### src/rttb_defs.vh
`ifndef RTTB_DEFS_VH
`define RTTB_DEFS_VH
// Function
// [RULE_01] 16-bit host read-write configuration word
// [RULE_02] master reset clears; software reset keeps
// [RULE_03] bits 15:14 pick rt-rt no-response timeout
// [RULE_04] 11=150us 10=125us 01=100us 00=57us
// [RULE_05] bit 13 stages receive words, 32 deep
// [RULE_06] staged words burst out on clean completion; code bursts none when 32 words are staged (wcnt_reg wraps to 0)
// [RULE_07] unstaged words written straight on arrival
// [RULE_08] host changes bit 13 only when idle
// [RULE_09] host may read and write staging buffer
// [RULE_10] bit 12 rising loads time-tag counter
// [RULE_11] load strobe clears itself after load
// [RULE_12] only a 0 to 1 write triggers load
`define RTTB_OFF_CFG       4'h1
`define RTTB_OFF_STAT      4'h2
`define RTTB_OFF_ENA       4'h3
`define RTTB_OFF_CLR       4'h0
`define RTTB_OFF_BUF       6'h20
`define RTTB_CFG_RESET     16'h0000
`define RTTB_BIT_TOSEL_HI  15
`define RTTB_BIT_TOSEL_LO  14
`define RTTB_BIT_STAGE     13
`define RTTB_BIT_TIMETAG_LOAD_STROBE    12
`define RTTB_TO_150_NS     150000
`define RTTB_TO_125_NS     125000
`define RTTB_TO_100_NS     100000
`define RTTB_TO_57_NS      57000
`define RTTB_CLK_NS        4
`define RTTB_EV_TIMEOUT    0
`define RTTB_EV_COMMIT     1
`define RTTB_EV_TIMETAG_LOAD_STROBE     2
`endif

### src/rttb_stage_ram.v
`timescale 1ns/100ps
`include "rttb_defs.vh"
module rttb_stage_ram
(
  input  wire        clk,
  input  wire        we_a,
  input  wire [4:0]  addr_a,
  input  wire [15:0] wdata_a,
  output reg  [15:0] rdata_a,
  input  wire        we_b,
  input  wire [4:0]  addr_b,
  input  wire [15:0] wdata_b
);
  reg [15:0] mem [0:31];
  always @(posedge clk)
  begin
    if (we_a)
      mem[addr_a] <= wdata_a;
    else if (we_b)
      mem[addr_b] <= wdata_b;
    rdata_a <= mem[addr_a];
  end
endmodule // rttb_stage_ram

### src/rttb_config.v
`timescale 1ns/100ps
`include "rttb_defs.vh"
module rttb_config
(
  input  wire        CLK,
  input  wire        RESET_N,
  input  wire        SOFT_RESET,
  input  wire [5:0]  AVS_ADDRESS,
  input  wire        AVS_READ,
  input  wire        AVS_WRITE,
  input  wire [31:0] AVS_WRITEDATA,
  output reg  [31:0] AVS_READDATA,
  output reg         AVS_WAITREQUEST,
  input  wire        EXEC_ENABLE,
  input  wire        CMD_RT_RT_RX,
  input  wire        TX_STARTED,
  input  wire        RX_WORD_VALID,
  input  wire [15:0] RX_WORD,
  input  wire        MSG_DONE,
  input  wire        MSG_ERROR,
  input  wire [15:0] TIMETAG_UTIL,
  output reg         TIMETAG_LOAD,
  output reg  [15:0] TIMETAG_VALUE,
  output reg         TIMEOUT_ERROR,
  output reg         MEM_WE,
  output reg  [4:0]  MEM_ADDR,
  output reg  [15:0] MEM_WDATA,
  output reg         IRQ
);
  localparam ST_IDLE  = 2'h0;
  localparam ST_RECV  = 2'h1;
  localparam ST_BURST = 2'h2;
  localparam [17:0] CNT_150 = `RTTB_TO_150_NS / `RTTB_CLK_NS;
  localparam [17:0] CNT_125 = `RTTB_TO_125_NS / `RTTB_CLK_NS;
  localparam [17:0] CNT_100 = `RTTB_TO_100_NS / `RTTB_CLK_NS;
  localparam [17:0] CNT_57  = `RTTB_TO_57_NS / `RTTB_CLK_NS;
  reg  [15:0] cfg_reg;
  reg  [2:0]  stat_reg;
  reg  [2:0]  ena_reg;
  reg  [1:0]  state_reg;
  reg  [4:0]  wcnt_reg;
  reg  [4:0]  bcnt_reg;
  reg  [17:0] to_cnt_reg;
  reg         to_run_reg;
  reg         rd_pend_reg;
  reg         rd_buf_reg;
  reg  [17:0] to_limit;
  reg  [2:0]  ev;
  reg  [15:0] cfg_next;
  wire        acc;
  wire        buf_sel;
  wire        host_buf_we;
  wire [15:0] buf_rdata;
  wire        stage_we;
  wire        wr_cfg;
  wire        ttl_rise;
  wire        burst_rd;
  wire [4:0]  ram_addr_a;
  assign acc = (AVS_READ | AVS_WRITE) & AVS_WAITREQUEST;
  assign buf_sel = AVS_ADDRESS[5];
  assign wr_cfg = acc & AVS_WRITE & ~buf_sel &
                  (AVS_ADDRESS[3:0] == `RTTB_OFF_CFG);
  assign host_buf_we = acc & AVS_WRITE & buf_sel; // [RULE_09]
  assign stage_we = cfg_reg[`RTTB_BIT_STAGE] & RX_WORD_VALID &
                    ((state_reg == ST_RECV) |
                     ((state_reg == ST_IDLE) & EXEC_ENABLE)); // [RULE_05]
  assign burst_rd = (state_reg == ST_BURST);
  assign ram_addr_a = burst_rd ? bcnt_reg : AVS_ADDRESS[4:0];
  assign ttl_rise = wr_cfg & AVS_WRITEDATA[`RTTB_BIT_TIMETAG_LOAD_STROBE] &
                    ~cfg_reg[`RTTB_BIT_TIMETAG_LOAD_STROBE]; // [RULE_12]
  rttb_stage_ram u_ram
  (
    .clk     (CLK),
    .we_a    (host_buf_we & ~burst_rd),
    .addr_a  (ram_addr_a),
    .wdata_a (AVS_WRITEDATA[15:0]),
    .rdata_a (buf_rdata),
    .we_b    (stage_we),
    .addr_b  (wcnt_reg),
    .wdata_b (RX_WORD)
  );
  ////////////////////////////////////////////////////////////////////////
  // timeout select
  always @*
  begin
    case (cfg_reg[`RTTB_BIT_TOSEL_HI:`RTTB_BIT_TOSEL_LO]) // [RULE_04]
      2'h3: to_limit = CNT_150;
      2'h2: to_limit = CNT_125;
      2'h1: to_limit = CNT_100;
      default: to_limit = CNT_57;
    endcase
  end
  always @*
  begin
    cfg_next = cfg_reg;
    if (wr_cfg)
      cfg_next = AVS_WRITEDATA[15:0]; // [RULE_01]
    if (ttl_rise | ~wr_cfg)
      cfg_next[`RTTB_BIT_TIMETAG_LOAD_STROBE] = 1'b0; // [RULE_11]
  end
  ////////////////////////////////////////////////////////////////////////
  // configuration word, not touched by soft reset
  always @(posedge CLK or negedge RESET_N)
  begin
    if (!RESET_N)
    begin
      cfg_reg <= `RTTB_CFG_RESET; // [RULE_02]
      TIMETAG_LOAD <= 1'b0;
      TIMETAG_VALUE <= 16'h0000;
    end
    else
    begin
      cfg_reg <= cfg_next;
      TIMETAG_LOAD <= ttl_rise; // [RULE_10]
      if (ttl_rise)
        TIMETAG_VALUE <= TIMETAG_UTIL; // [RULE_10]
    end
  end
  ////////////////////////////////////////////////////////////////////////
  // rt-rt timeout and receive path
  always @(posedge CLK or negedge RESET_N)
  begin
    if (!RESET_N)
    begin
      to_cnt_reg <= 18'h00000;
      to_run_reg <= 1'b0;
      TIMEOUT_ERROR <= 1'b0;
      state_reg <= ST_IDLE;
      wcnt_reg <= 5'h00;
      bcnt_reg <= 5'h00;
      MEM_WE <= 1'b0;
      MEM_ADDR <= 5'h00;
      MEM_WDATA <= 16'h0000;
    end
    else
    begin
      TIMEOUT_ERROR <= 1'b0;
      MEM_WE <= 1'b0;
      if (SOFT_RESET)
      begin
        to_run_reg <= 1'b0;
        state_reg <= ST_IDLE;
      end
      else
      begin
        if (CMD_RT_RT_RX & EXEC_ENABLE)
        begin
          to_run_reg <= 1'b1;
          to_cnt_reg <= 18'h00000;
        end
        else if (to_run_reg)
        begin
          if (TX_STARTED)
            to_run_reg <= 1'b0;
          else if (to_cnt_reg >= to_limit - 18'h00001)
          begin
            to_run_reg <= 1'b0;
            TIMEOUT_ERROR <= 1'b1; // [RULE_03]
          end
          else
            to_cnt_reg <= to_cnt_reg + 18'h00001;
        end
        case (state_reg)
          ST_IDLE:
          begin
            wcnt_reg <= 5'h00;
            if (EXEC_ENABLE & RX_WORD_VALID)
              state_reg <= ST_RECV;
          end
          default: state_reg <= ST_IDLE;
        endcase
        if (state_reg == ST_IDLE & EXEC_ENABLE & RX_WORD_VALID &
            ~cfg_reg[`RTTB_BIT_STAGE])
        begin
          MEM_WE <= 1'b1; // [RULE_07]
          MEM_ADDR <= 5'h00;
          MEM_WDATA <= RX_WORD;
          wcnt_reg <= 5'h01;
        end
        if (state_reg == ST_IDLE & EXEC_ENABLE & RX_WORD_VALID &
            cfg_reg[`RTTB_BIT_STAGE])
          wcnt_reg <= 5'h01; // [RULE_05]
        if (state_reg == ST_RECV)
        begin
          state_reg <= ST_RECV;
          if (RX_WORD_VALID)
          begin
            wcnt_reg <= wcnt_reg + 5'h01;
            if (~cfg_reg[`RTTB_BIT_STAGE])
            begin
              MEM_WE <= 1'b1; // [RULE_07]
              MEM_ADDR <= wcnt_reg;
              MEM_WDATA <= RX_WORD;
            end
          end
          if (MSG_DONE)
          begin
            bcnt_reg <= 5'h00;
            if (cfg_reg[`RTTB_BIT_STAGE] & ~MSG_ERROR)
              state_reg <= ST_BURST; // [RULE_06]
            else
              state_reg <= ST_IDLE;
          end
        end
        if (state_reg == ST_BURST)
        begin
          state_reg <= ST_BURST;
          bcnt_reg <= bcnt_reg + 5'h01;
          if (bcnt_reg != 5'h00)
          begin
            MEM_WE <= 1'b1; // [RULE_06]
            MEM_ADDR <= bcnt_reg - 5'h01;
            MEM_WDATA <= buf_rdata;
          end
          if (bcnt_reg == wcnt_reg)
            state_reg <= ST_IDLE;
        end
      end
    end
  end
  ////////////////////////////////////////////////////////////////////////
  // bus slave and interrupts
  always @*
  begin
    ev = 3'h0;
    ev[`RTTB_EV_TIMEOUT] = TIMEOUT_ERROR;
    ev[`RTTB_EV_COMMIT] = burst_rd & (bcnt_reg == wcnt_reg);
    ev[`RTTB_EV_TIMETAG_LOAD_STROBE] = TIMETAG_LOAD;
  end
  always @(posedge CLK or negedge RESET_N)
  begin
    if (!RESET_N)
    begin
      stat_reg <= 3'h0;
      ena_reg <= 3'h0;
      IRQ <= 1'b0;
      AVS_WAITREQUEST <= 1'b1;
      AVS_READDATA <= 32'h00000000;
      rd_pend_reg <= 1'b0;
      rd_buf_reg <= 1'b0;
    end
    else
    begin
      if (acc & AVS_WRITE & ~buf_sel &
          AVS_ADDRESS[3:0] == `RTTB_OFF_CLR)
        stat_reg <= (stat_reg & ~AVS_WRITEDATA[2:0]) | ev;
      else
        stat_reg <= stat_reg | ev;
      if (acc & AVS_WRITE & ~buf_sel &
          AVS_ADDRESS[3:0] == `RTTB_OFF_ENA)
        ena_reg <= AVS_WRITEDATA[2:0];
      IRQ <= |(stat_reg & ena_reg);
      AVS_WAITREQUEST <= 1'b1;
      rd_pend_reg <= 1'b0;
      if (AVS_WAITREQUEST & AVS_WRITE & ~(buf_sel & burst_rd))
        AVS_WAITREQUEST <= 1'b0;
      if (AVS_WAITREQUEST & AVS_READ & ~rd_pend_reg & ~burst_rd)
      begin
        rd_pend_reg <= 1'b1;
        rd_buf_reg <= buf_sel;
      end
      if (rd_pend_reg & AVS_WAITREQUEST & AVS_READ)
      begin
        AVS_WAITREQUEST <= 1'b0;
        if (rd_buf_reg)
          AVS_READDATA <= {16'h0000, buf_rdata}; // [RULE_09]
        else if (AVS_ADDRESS[3:0] == `RTTB_OFF_CFG)
          AVS_READDATA <= {16'h0000, cfg_reg}; // [RULE_01]
        else if (AVS_ADDRESS[3:0] == `RTTB_OFF_STAT)
          AVS_READDATA <= {29'h00000000, stat_reg};
        else if (AVS_ADDRESS[3:0] == `RTTB_OFF_ENA)
          AVS_READDATA <= {29'h00000000, ena_reg};
        else
          AVS_READDATA <= 32'h00000000;
      end
    end
  end
endmodule // rttb_config

### config.mk
export PLATFORM = sky130hd
export DESIGN_NAME = rttb_config
export DESIGN_NICKNAME = d
export VERILOG_FILES = /design/src/rttb_stage_ram.v /design/src/rttb_config.v
export VERILOG_INCLUDE_DIRS = /design/src
export SDC_FILE = /design/constraint.sdc
export NUM_CORES = 1
export LEC_CHECK = 0
export BUFFER_PORTS_ARGS = -buffer_cell sky130_fd_sc_hd__buf_4
export CORE_ASPECT_RATIO = 1.2
export CORE_MARGIN = 1
export CORE_UTILIZATION = 40
export DETAILED_ROUTE_END_ITERATION = 6
export GPL_ROUTABILITY_DRIVEN = 0
export SETUP_SLACK_MARGIN = 0.3
export SLEW_MARGIN = 20
export SYNTH_ARGS = -nofsm -noshare
export SYNTH_HDL_FRONTEND = slang
export SYNTH_SLANG_ARGS = --single-unit
### constraint.sdc
create_clock -name CLK -period 4.48 [get_ports CLK]
set_input_delay 0.896 -clock CLK [delete_from_list [all_inputs] [get_ports CLK]]
set_output_delay 0.896 -clock CLK [all_outputs]
set_load 0.005 [all_outputs]
==> impl_metrics.prom, run 1 <==
# TYPE chip_impl_metric gauge
chip_impl_info{name="status",value="finished, final reports clean"} 1
chip_impl_metric{name="setup_slack",unit="ns"} 0.840
chip_impl_metric{name="dpl_worst_slack",unit="ns"} 0.928
chip_impl_metric{name="clockBufferDepth",unit=""} 3
chip_impl_metric{name="final_clock_period_utilization_by_the_worst_path",unit="%"} 81.3
chip_impl_metric{name="fin_worst_hold_slack",unit="ns"} 0.432
chip_impl_info{name="synth.largest_area_cell",value="edfxtp_1"} 1
chip_impl_metric{name="row_count",unit=""} 105
chip_impl_metric{name="worst-r2r-setup-slack",unit="ns"} 0.84
chip_impl_metric{name="synth.distinct_cells",unit=""} 79
chip_impl_metric{name="floorplan.die_area",unit="um2"} 71100
chip_impl_metric{name="worstSkewPairLatency",unit="ns"} 0.61
chip_impl_metric{name="cts_post_setup_buffers_inserted",unit=""} 0
chip_impl_metric{name="clock_tree.htree_level_count",unit=""} 3
chip_impl_metric{name="worst_setup_hold_path_clk_slew",unit="ns"} 0.06
chip_impl_metric{name="synth_area_per_cell",unit="um2"} 13.0
chip_impl_info{name="cts-root-buf",value="clkbuf_16"} 1
chip_impl_metric{name="design.portCount",unit=""} 155
chip_impl_metric{name="initial_core_util",unit="%"} 40.7
chip_impl_metric{name="die_height",unit="um"} 292
chip_impl_metric{name="fp.coreArea",unit="um2"} 68800
chip_impl_metric{name="cts_sinks",unit=""} 641
chip_impl_metric{name="synth_seq_cells",unit=""} 641
chip_impl_metric{name="cellLeakagePower",unit="nW"} 11.7
chip_impl_metric{name="synth_async_sr_flop_share",unit="%"} 17.6
chip_impl_metric{name="antenna_violating_nets_post_route",unit=""} 0
chip_impl_metric{name="slew_viol_final",unit=""} 0
chip_impl_metric{name="io_buffers",unit=""} 122
chip_impl_metric{name="dr.first_iter.drc_count",unit=""} 1815
chip_impl_metric{name="synth_edf_count",unit=""} 512
chip_impl_info{name="end_kind",value="register"} 1
chip_impl_metric{name="ys_warn_count",unit=""} 0
chip_impl_metric{name="postRouteWirelength",unit="mm"} 78.6
chip_impl_info{name="layout_commonest_cell",value="edfxtp_1"} 1
chip_impl_metric{name="max-vdd-ir-drop",unit="mV"} 0.335
chip_impl_info{name="worstHoldPathType",value="primary input to async pin"} 1
chip_impl_metric{name="cts-buffers-inserted",unit=""} 69
chip_impl_metric{name="p_per_area",unit="nW/um2"} 438
chip_impl_info{name="most-common-layout-cells",value="edfxtp_1 (512), nand2_1 (388), buf_4 (212), a21oi_1 (130), dfrtp_1 (111)"} 1
chip_impl_metric{name="fmaxAchievable",unit="MHz"} 275
chip_impl_metric{name="first_global_vias",unit=""} 18500
chip_impl_info{name="timing.critical_path.from_type",value="register"} 1
chip_impl_metric{name="critical_path.max_fanout",unit=""} 27
chip_impl_metric{name="data_required_critical_path",unit="ns"} 4.93
chip_impl_metric{name="period_needed",unit="ns"} 3.64
chip_impl_metric{name="post_cts_hold_buffer_count",unit=""} 0
chip_impl_metric{name="largest_register_ff_count",unit=""} 512
chip_impl_metric{name="worstMarginPinSlew",unit="ns"} 1.10
chip_impl_metric{name="tns",unit="ns"} 0
chip_impl_metric{name="maxCapViolCount",unit=""} 0
chip_impl_info{name="critPathSlowestCell",value="a221oi_1"} 1
chip_impl_metric{name="clock_skew",unit="ns"} 0.0156
chip_impl_info{name="timing.setup.critical_path_class",value="register to register"} 1
chip_impl_metric{name="wl_per_cell",unit="um"} 24.1
chip_impl_metric{name="detailedPlacementHpwl",unit="mm"} 49.4
chip_impl_info{name="cp_cell_instances",value="inv_1, ha_4, buf_4, mux2i_4, nor2b_1, a221oi_1, o2111ai_1"} 1
chip_impl_metric{name="netlist.area_leader.share",unit="%"} 54.9
chip_impl_metric{name="dr_total_vias",unit=""} 18900
chip_impl_metric{name="placed_cell_area",unit="um2"} 30200
chip_impl_metric{name="dieWidth",unit="um"} 244
chip_impl_metric{name="route.detailed.vias_per_inst",unit=""} 5.78
chip_impl_metric{name="synthesis.instances",unit=""} 2150
chip_impl_metric{name="length_in_cells_of_the_worst_reg_to_reg_path",unit=""} 7
chip_impl_metric{name="remaining_drc_errors",unit=""} 0
chip_impl_metric{name="setup_viol",unit=""} 0
chip_impl_metric{name="synth_area",unit="um2"} 28000
chip_impl_metric{name="global_route_wire_length_before_repair",unit="mm"} 117
chip_impl_info{name="synth_top_cells_by_area",value="edfxtp_1 (55%), dfrtp_1 (10%), nand2_1 (5.2%)"} 1
chip_impl_info{name="r2r_end",value="u_ram.rdata_a[11]"} 1
chip_impl_info{name="rsz0062_at_grt",value="false"} 1
chip_impl_metric{name="maxSlewHeadroom",unit="%"} 26.2
chip_impl_metric{name="grt_usage",unit="%"} 22.0
chip_impl_metric{name="finalNetCount",unit=""} 2412
chip_impl_metric{name="cp_data_arrival_time",unit="ns"} 4.09
chip_impl_metric{name="grt_antenna_before_repair",unit=""} 2
chip_impl_metric{name="drt-pass1-iter-count",unit=""} 5
chip_impl_metric{name="layout-drive-gt1-share",unit="%"} 16.5
chip_impl_metric{name="ys_seq_area_share",unit="%"} 66.1
chip_impl_info{name="tritoncts_clock_tree",value="done"} 1
chip_impl_metric{name="grt_max_degree",unit=""} 78
chip_impl_metric{name="post_cts_resized",unit=""} 0
chip_impl_info{name="dominant_register_cell_in_the_synthesized_netlist",value="edfxtp_1"} 1
chip_impl_info{name="critical_path.reg2reg.startpoint",value="state_reg[0]"} 1
chip_impl_metric{name="gr-total-overflow",unit=""} 0
chip_impl_metric{name="timing_hold_violations_final",unit=""} 0
chip_impl_metric{name="stdcell_area",unit="um2"} 32400
chip_impl_metric{name="critical_path_s_largest_stage_delay",unit="ns"} 0.99
chip_impl_metric{name="area_delta_synth_final",unit="%"} 15.6
## per-stage QoR
stage          total power, mW  util (%)  std cells
2_1_floorplan             7.88         -       2165
3_3_place_gp              8.66      43.8       3138
3_5_place_dp              8.71      43.8       3138
4_1_cts                   14.3      47.0       3263
5_1_grt                   14.6      47.0       3263
6_report                  14.2      47.0       3264
## how the worst max path moves through the flow
stage          slack, ns            from           endpoint  cells past startpoint
3_5_place_dp        0.93  AVS_ADDRESS[1]  u_ram.rdata_a[11]                      7
6_report            0.84    state_reg[0]  u_ram.rdata_a[11]                      7
4_1_cts             0.98    state_reg[0]    u_ram.mem[2][2]                      8
3_3_place_gp         1.0  AVS_ADDRESS[1]  u_ram.rdata_a[11]                      7
2_1_floorplan       1.30  AVS_ADDRESS[0]   u_ram.mem[22][0]                      7
5_1_grt             0.75    state_reg[0]  u_ram.rdata_a[11]                      8
## metal layers
layer | vias to the layer above | global-route usage (%) | share of wire [%]
li1 | 8449 | - | -
met1 | 9539 | 28.6 | 41
met2 | 744 | 36.3 | 49
met3 | 136 | 3.01 | 6.2
met4 | 0 | 10.2 | 4.2
met5 | - | 0 | 0
## Yosys cell counts (13+ instances only)
library cell and number:
edfxtp_1 512, nand2_1 388, a21oi_1 130, dfrtp_1 112, nor2_1 82, clkbuf_1 65, and3_1 60, o21ai_0 60
o22ai_1 52, mux2i_1 51, a22oi_1 49, nand3_1 49, buf_2 44, a21boi_0 40, mux2_2 34, a311oi_1 31
a31oi_1 31, ha_1 31, buf_4 29, nor3_1 29, a211oi_1 23, inv_1 22, mux4_2 18, dfxtp_1 16
a221oi_1 15, mux4_1 15, buf_6 13
## worst max-delay path: cells and delay by family, from the launching register on
kind                     cells  cell delay, ns
AO/OA/AOI/OAI                2            1.16
adder cells (fa/ha/maj)      1            0.46
buffers and inverters        2            0.45
flip-flops                   1            0.38
multiplexers                 1            0.61
AND/OR/NAND/NOR              1            0.41
## where the power goes
part	switching, mW	internal, mW	leakage, nW
Combinational	0.988	0.649	4.48
Clock	2.34	3.23	1.06
Sequential	0.221	6.74	6.20
Total	3.55	10.6	11.7
## layout make-up
class	count	area, um2
inverter	22	82.6
antenna	1	2.50
timing repair buffer	220	1750
sequential	641	18500
tap	909	1140
clock buffer	96	1860
multi-input combinational	1346	8670
fill	6114	36500
clock inverter	29	333
## cells by family after synthesis
group / synth area share, %
fa+ha+maj: 1.39
flops: 66.1
other cells: 0.0134
simple gates: 10.7
xor+xnor: 0.219
mux: 6.39
compound gates: 11.8
buf+inv: 3.32
(Power assumes the default switching activity.)
==> run 2, diff against run 1 <==
- ABC_AREA: not set -> 1
- clock period: 4.48 -> 3.4 ns (I/O delays scaled with it)
==> run 2 against run 1 <==
Against the previous run:
- sequential share of layout area down 2.8 points
- sequential power up 40%
- power up 49%
- clock skew up 0.021 ns
- critical path type unchanged
- via count up 11%
- area after synthesis up 5.9%
- worst hold slack worse by 0.37 ns
- largest power group unchanged
- combinational power rose to 2.6 times the previous value
- cell count up 28%
==> impl_metrics.prom, run 2 <==
# TYPE chip_impl_metric gauge
chip_impl_metric{name="gate_power_share",unit="%"} 20.1
chip_impl_metric{name="worstMarginPinSlew",unit="ns"} 0.770
chip_impl_metric{name="design.portCount",unit=""} 155
chip_impl_metric{name="route.detailed.vias_per_inst",unit=""} 4.99
chip_impl_metric{name="critical_path_s_largest_stage_delay",unit="ns"} 0.40
chip_impl_metric{name="placed_cell_area",unit="um2"} 31900
chip_impl_metric{name="row_count",unit=""} 109
chip_impl_info{name="end_kind",value="register"} 1
chip_impl_metric{name="power.share.clock",unit="%"} 33.5
chip_impl_metric{name="period_needed",unit="ns"} 2.89
chip_impl_metric{name="clock_tree.htree_level_count",unit=""} 2
chip_impl_metric{name="nFillCells",unit=""} 6733
chip_impl_metric{name="post_cts_hold_buffer_count",unit=""} 0
chip_impl_metric{name="ys_seq_area_share",unit="%"} 62.5
chip_impl_metric{name="setup_viol",unit=""} 0
chip_impl_metric{name="cellLeakagePower",unit="nW"} 15.0
chip_impl_metric{name="synth.distinct_cells",unit=""} 46
chip_impl_metric{name="grt_max_degree",unit=""} 117
chip_impl_info{name="tritoncts_clock_tree",value="done"} 1
chip_impl_metric{name="drt-pass1-iter-count",unit=""} 5
chip_impl_metric{name="stdcell_area",unit="um2"} 34000
chip_impl_metric{name="fin_worst_hold_slack",unit="ns"} 0.0610
chip_impl_metric{name="data_required_critical_path",unit="ns"} 3.71
chip_impl_metric{name="dr_total_vias",unit=""} 20900
chip_impl_metric{name="ys_warn_count",unit=""} 0
chip_impl_metric{name="dr.first_iter.drc_count",unit=""} 1853
chip_impl_metric{name="max-vdd-ir-drop",unit="mV"} 0.379
chip_impl_metric{name="synth_async_sr_flop_share",unit="%"} 17.6
chip_impl_metric{name="final_cells",unit=""} 4185
chip_impl_metric{name="final_clock_period_utilization_by_the_worst_path",unit="%"} 85.0
chip_impl_metric{name="critical_path.max_fanout",unit=""} 17
chip_impl_metric{name="dpl_worst_slack",unit="ns"} 0.380
chip_impl_info{name="cell_family_with_the_largest_share_of_critical_path_delay",value="simple AND/OR/NAND/NOR gates"} 1
chip_impl_info{name="synth.largest_area_cell",value="edfxtp_1"} 1
chip_impl_metric{name="clock_skew",unit="ns"} 0.0370
chip_impl_metric{name="maxCapViolCount",unit=""} 0
chip_impl_metric{name="antenna_violating_nets_post_route",unit=""} 0
chip_impl_metric{name="remaining_drc_errors",unit=""} 0
chip_impl_metric{name="grt_antenna_before_repair",unit=""} 0
chip_impl_info{name="cp_cell_instances",value="inv_1, ha_1, nand2_1, inv_2, nor2_4, nor2_2, nand2_2, o21ai_1, nand3_2, nor2_1, buf_4"} 1
chip_impl_metric{name="worst_setup_hold_path_clk_slew",unit="ns"} 0.06
chip_impl_info{name="cts-root-buf",value="clkbuf_16"} 1
chip_impl_metric{name="grt_usage",unit="%"} 20.3
chip_impl_metric{name="design_power_total",unit="mW"} 21.1
chip_impl_metric{name="dieWidth",unit="um"} 251
chip_impl_metric{name="netlist.area_leader.share",unit="%"} 51.8
chip_impl_metric{name="synth_area",unit="um2"} 29700
chip_impl_metric{name="setup_slack",unit="ns"} 0.508
chip_impl_metric{name="cellInternalPower",unit="mW"} 14.9
chip_impl_metric{name="dp_cells",unit=""} 4073
chip_impl_metric{name="worstPathBufferInverterCount",unit=""} 3
chip_impl_metric{name="synth_edf_count",unit=""} 512
chip_impl_metric{name="wl_per_cell",unit="um"} 18.4
chip_impl_metric{name="global_route_wire_length_before_repair",unit="mm"} 117
chip_impl_metric{name="clockBufferDepth",unit=""} 3
chip_impl_info{name="rsz0062_at_grt",value="false"} 1
chip_impl_info{name="synth_top_cells_by_area",value="edfxtp_1 (52%), nand3_1 (10%), dfrtp_1 (9.5%)"} 1
chip_impl_metric{name="initial_core_util",unit="%"} 40.3
chip_impl_info{name="timing.setup.critical_path_class",value="register to register"} 1
chip_impl_metric{name="fmaxAchievable",unit="MHz"} 346
chip_impl_metric{name="timing_hold_violations_final",unit=""} 0
chip_impl_metric{name="synthesis.instances",unit=""} 3074
chip_impl_metric{name="area_delta_synth_final",unit="%"} 14.7
chip_impl_metric{name="largest_register_ff_count",unit=""} 512
chip_impl_metric{name="switching_share",unit="%"} 29.4
chip_impl_metric{name="cts_sinks",unit=""} 641
chip_impl_info{name="status",value="finished, final reports clean"} 1
chip_impl_info{name="critPathSlowestCell",value="dfrtp_1"} 1
chip_impl_metric{name="cts_post_setup_buffers_inserted",unit=""} 0
chip_impl_metric{name="worst-r2r-setup-slack",unit="ns"} 0.51
chip_impl_metric{name="cp_data_arrival_time",unit="ns"} 3.20
chip_impl_metric{name="worstSkewPairLatency",unit="ns"} 0.64
chip_impl_metric{name="finalNetCount",unit=""} 3305
chip_impl_metric{name="power_frac_seq",unit="%"} 46.4
chip_impl_metric{name="first_global_vias",unit=""} 19300
chip_impl_metric{name="n_antenna_cell",unit=""} 0
chip_impl_info{name="worstHoldPathType",value="primary input to async pin"} 1
chip_impl_info{name="dominant_register_cell_in_the_synthesized_netlist",value="edfxtp_1"} 1
chip_impl_metric{name="synth_area_per_cell",unit="um2"} 9.65
chip_impl_info{name="synthTopCellsByCount",value="nand2_1 (714), nand3_1 (595), inv_1 (548)"} 1
chip_impl_info{name="timing.critical_path.from_type",value="register"} 1
chip_impl_metric{name="synth_seq_cells",unit=""} 641
chip_impl_metric{name="tns",unit="ns"} 0
chip_impl_metric{name="fp.coreArea",unit="um2"} 73500
chip_impl_metric{name="p_per_area",unit="nW/um2"} 619
chip_impl_metric{name="maxSlewHeadroom",unit="%"} 48.6
chip_impl_metric{name="layout-drive-gt1-share",unit="%"} 11.0
chip_impl_metric{name="cts-buffers-inserted",unit=""} 61
chip_impl_metric{name="postRouteWirelength",unit="mm"} 77.1
chip_impl_metric{name="die_height",unit="um"} 300
chip_impl_info{name="layout_commonest_cell",value="nand2_1"} 1
chip_impl_metric{name="io_buffers",unit=""} 122
chip_impl_metric{name="p_sw",unit="mW"} 6.18
chip_impl_info{name="most-common-layout-cells",value="nand2_1 (713), nand3_1 (593), inv_1 (546), edfxtp_1 (512), buf_4 (193)"} 1
chip_impl_metric{name="detailedPlacementHpwl",unit="mm"} 45.9
chip_impl_metric{name="slew_viol_final",unit=""} 0
chip_impl_info{name="synthMostInstantiatedCell",value="nand2_1"} 1
chip_impl_metric{name="final_util",unit="%"} 46.3
chip_impl_metric{name="floorplan.die_area",unit="um2"} 75200
chip_impl_metric{name="post_cts_resized",unit=""} 0
chip_impl_metric{name="gr-total-overflow",unit=""} 0
==> run 2: path summary, 6_finish.rpt <==
check / start / to / cells past startpoint
min in group CLK: TIMETAG_UTIL[14] / TIMETAG_VALUE[14] / 3
max in group asynchronous: RESET_N / MEM_WDATA[11] / 2
min reg2reg: TIMETAG_VALUE[4] / TIMETAG_VALUE[4] / 2
max reg2reg: state_reg[1] / u_ram.mem[7][5] / 11
max: state_reg[1] / u_ram.mem[7][5] / 11
min: RESET_N / to_cnt_reg[13] / 1
==> run 2: final cells by class <==
class	instances	area, um2	share of cell area (%)
clock buffer	82	1710	5.04
clock inverter	30	374	1.10
inverter	558	2100	6.16
multi-input combinational	1723	8380	24.6
sequential	641	18500	54.5
tap	943	1180	3.47
timing repair buffer	208	1750	5.14
==> run 2: worst reg2reg max path: cells and delay by family (launching register included) <==
family,cells,cell delay [ns]
DFF,1,0.40
and+or+nand+nor,6,0.98
adders and majority gates,1,0.26
buffers and inverters,3,0.52
AOI/OAI and AO/OA,1,0.40
==> run 2: cell families (layout without fill, tap and decap cells) <==
family          Yosys count  in the layout  share of synthesized area [%]
mux                       9              9                          0.342
compound gates          171            171                           3.38
buf+inv                 725            878                           9.91
simple gates           1487           1487                           22.3
xor+xnor                  9              9                          0.266
flops                   641            641                           62.5
other cells               1             16                         0.0126
fa+ha+maj                31             31                           1.31
==> run 2: metal layers <==
metal  track usage (%)  wire (um)  vias to the layer above  share of wire (%)
li1                  -          -                    10300                  -
met1              26.8      32000                     9855                 42
met2              34.5      37700                      654                 49
met3              2.42       4790                      120                6.2
met4              7.57       2620                        0                3.4
met5                 0          0                        -                  0
==> run 2: power by group through the flow <==
| stage | Clock, mW | Sequential, mW | Combinational (mW) |
|---|---|---|---|
| 2_1_floorplan | 0 | 9.85 | 2.43 |
| 3_3_place_gp | 0 | 9.91 | 4.20 |
| 3_5_place_dp | 0 | 9.92 | 4.23 |
| 4_1_cts | 7.18 | 9.76 | 4.25 |
| 5_1_grt | 7.47 | 9.82 | 4.65 |
| 6_report | 7.05 | 9.77 | 4.23 |
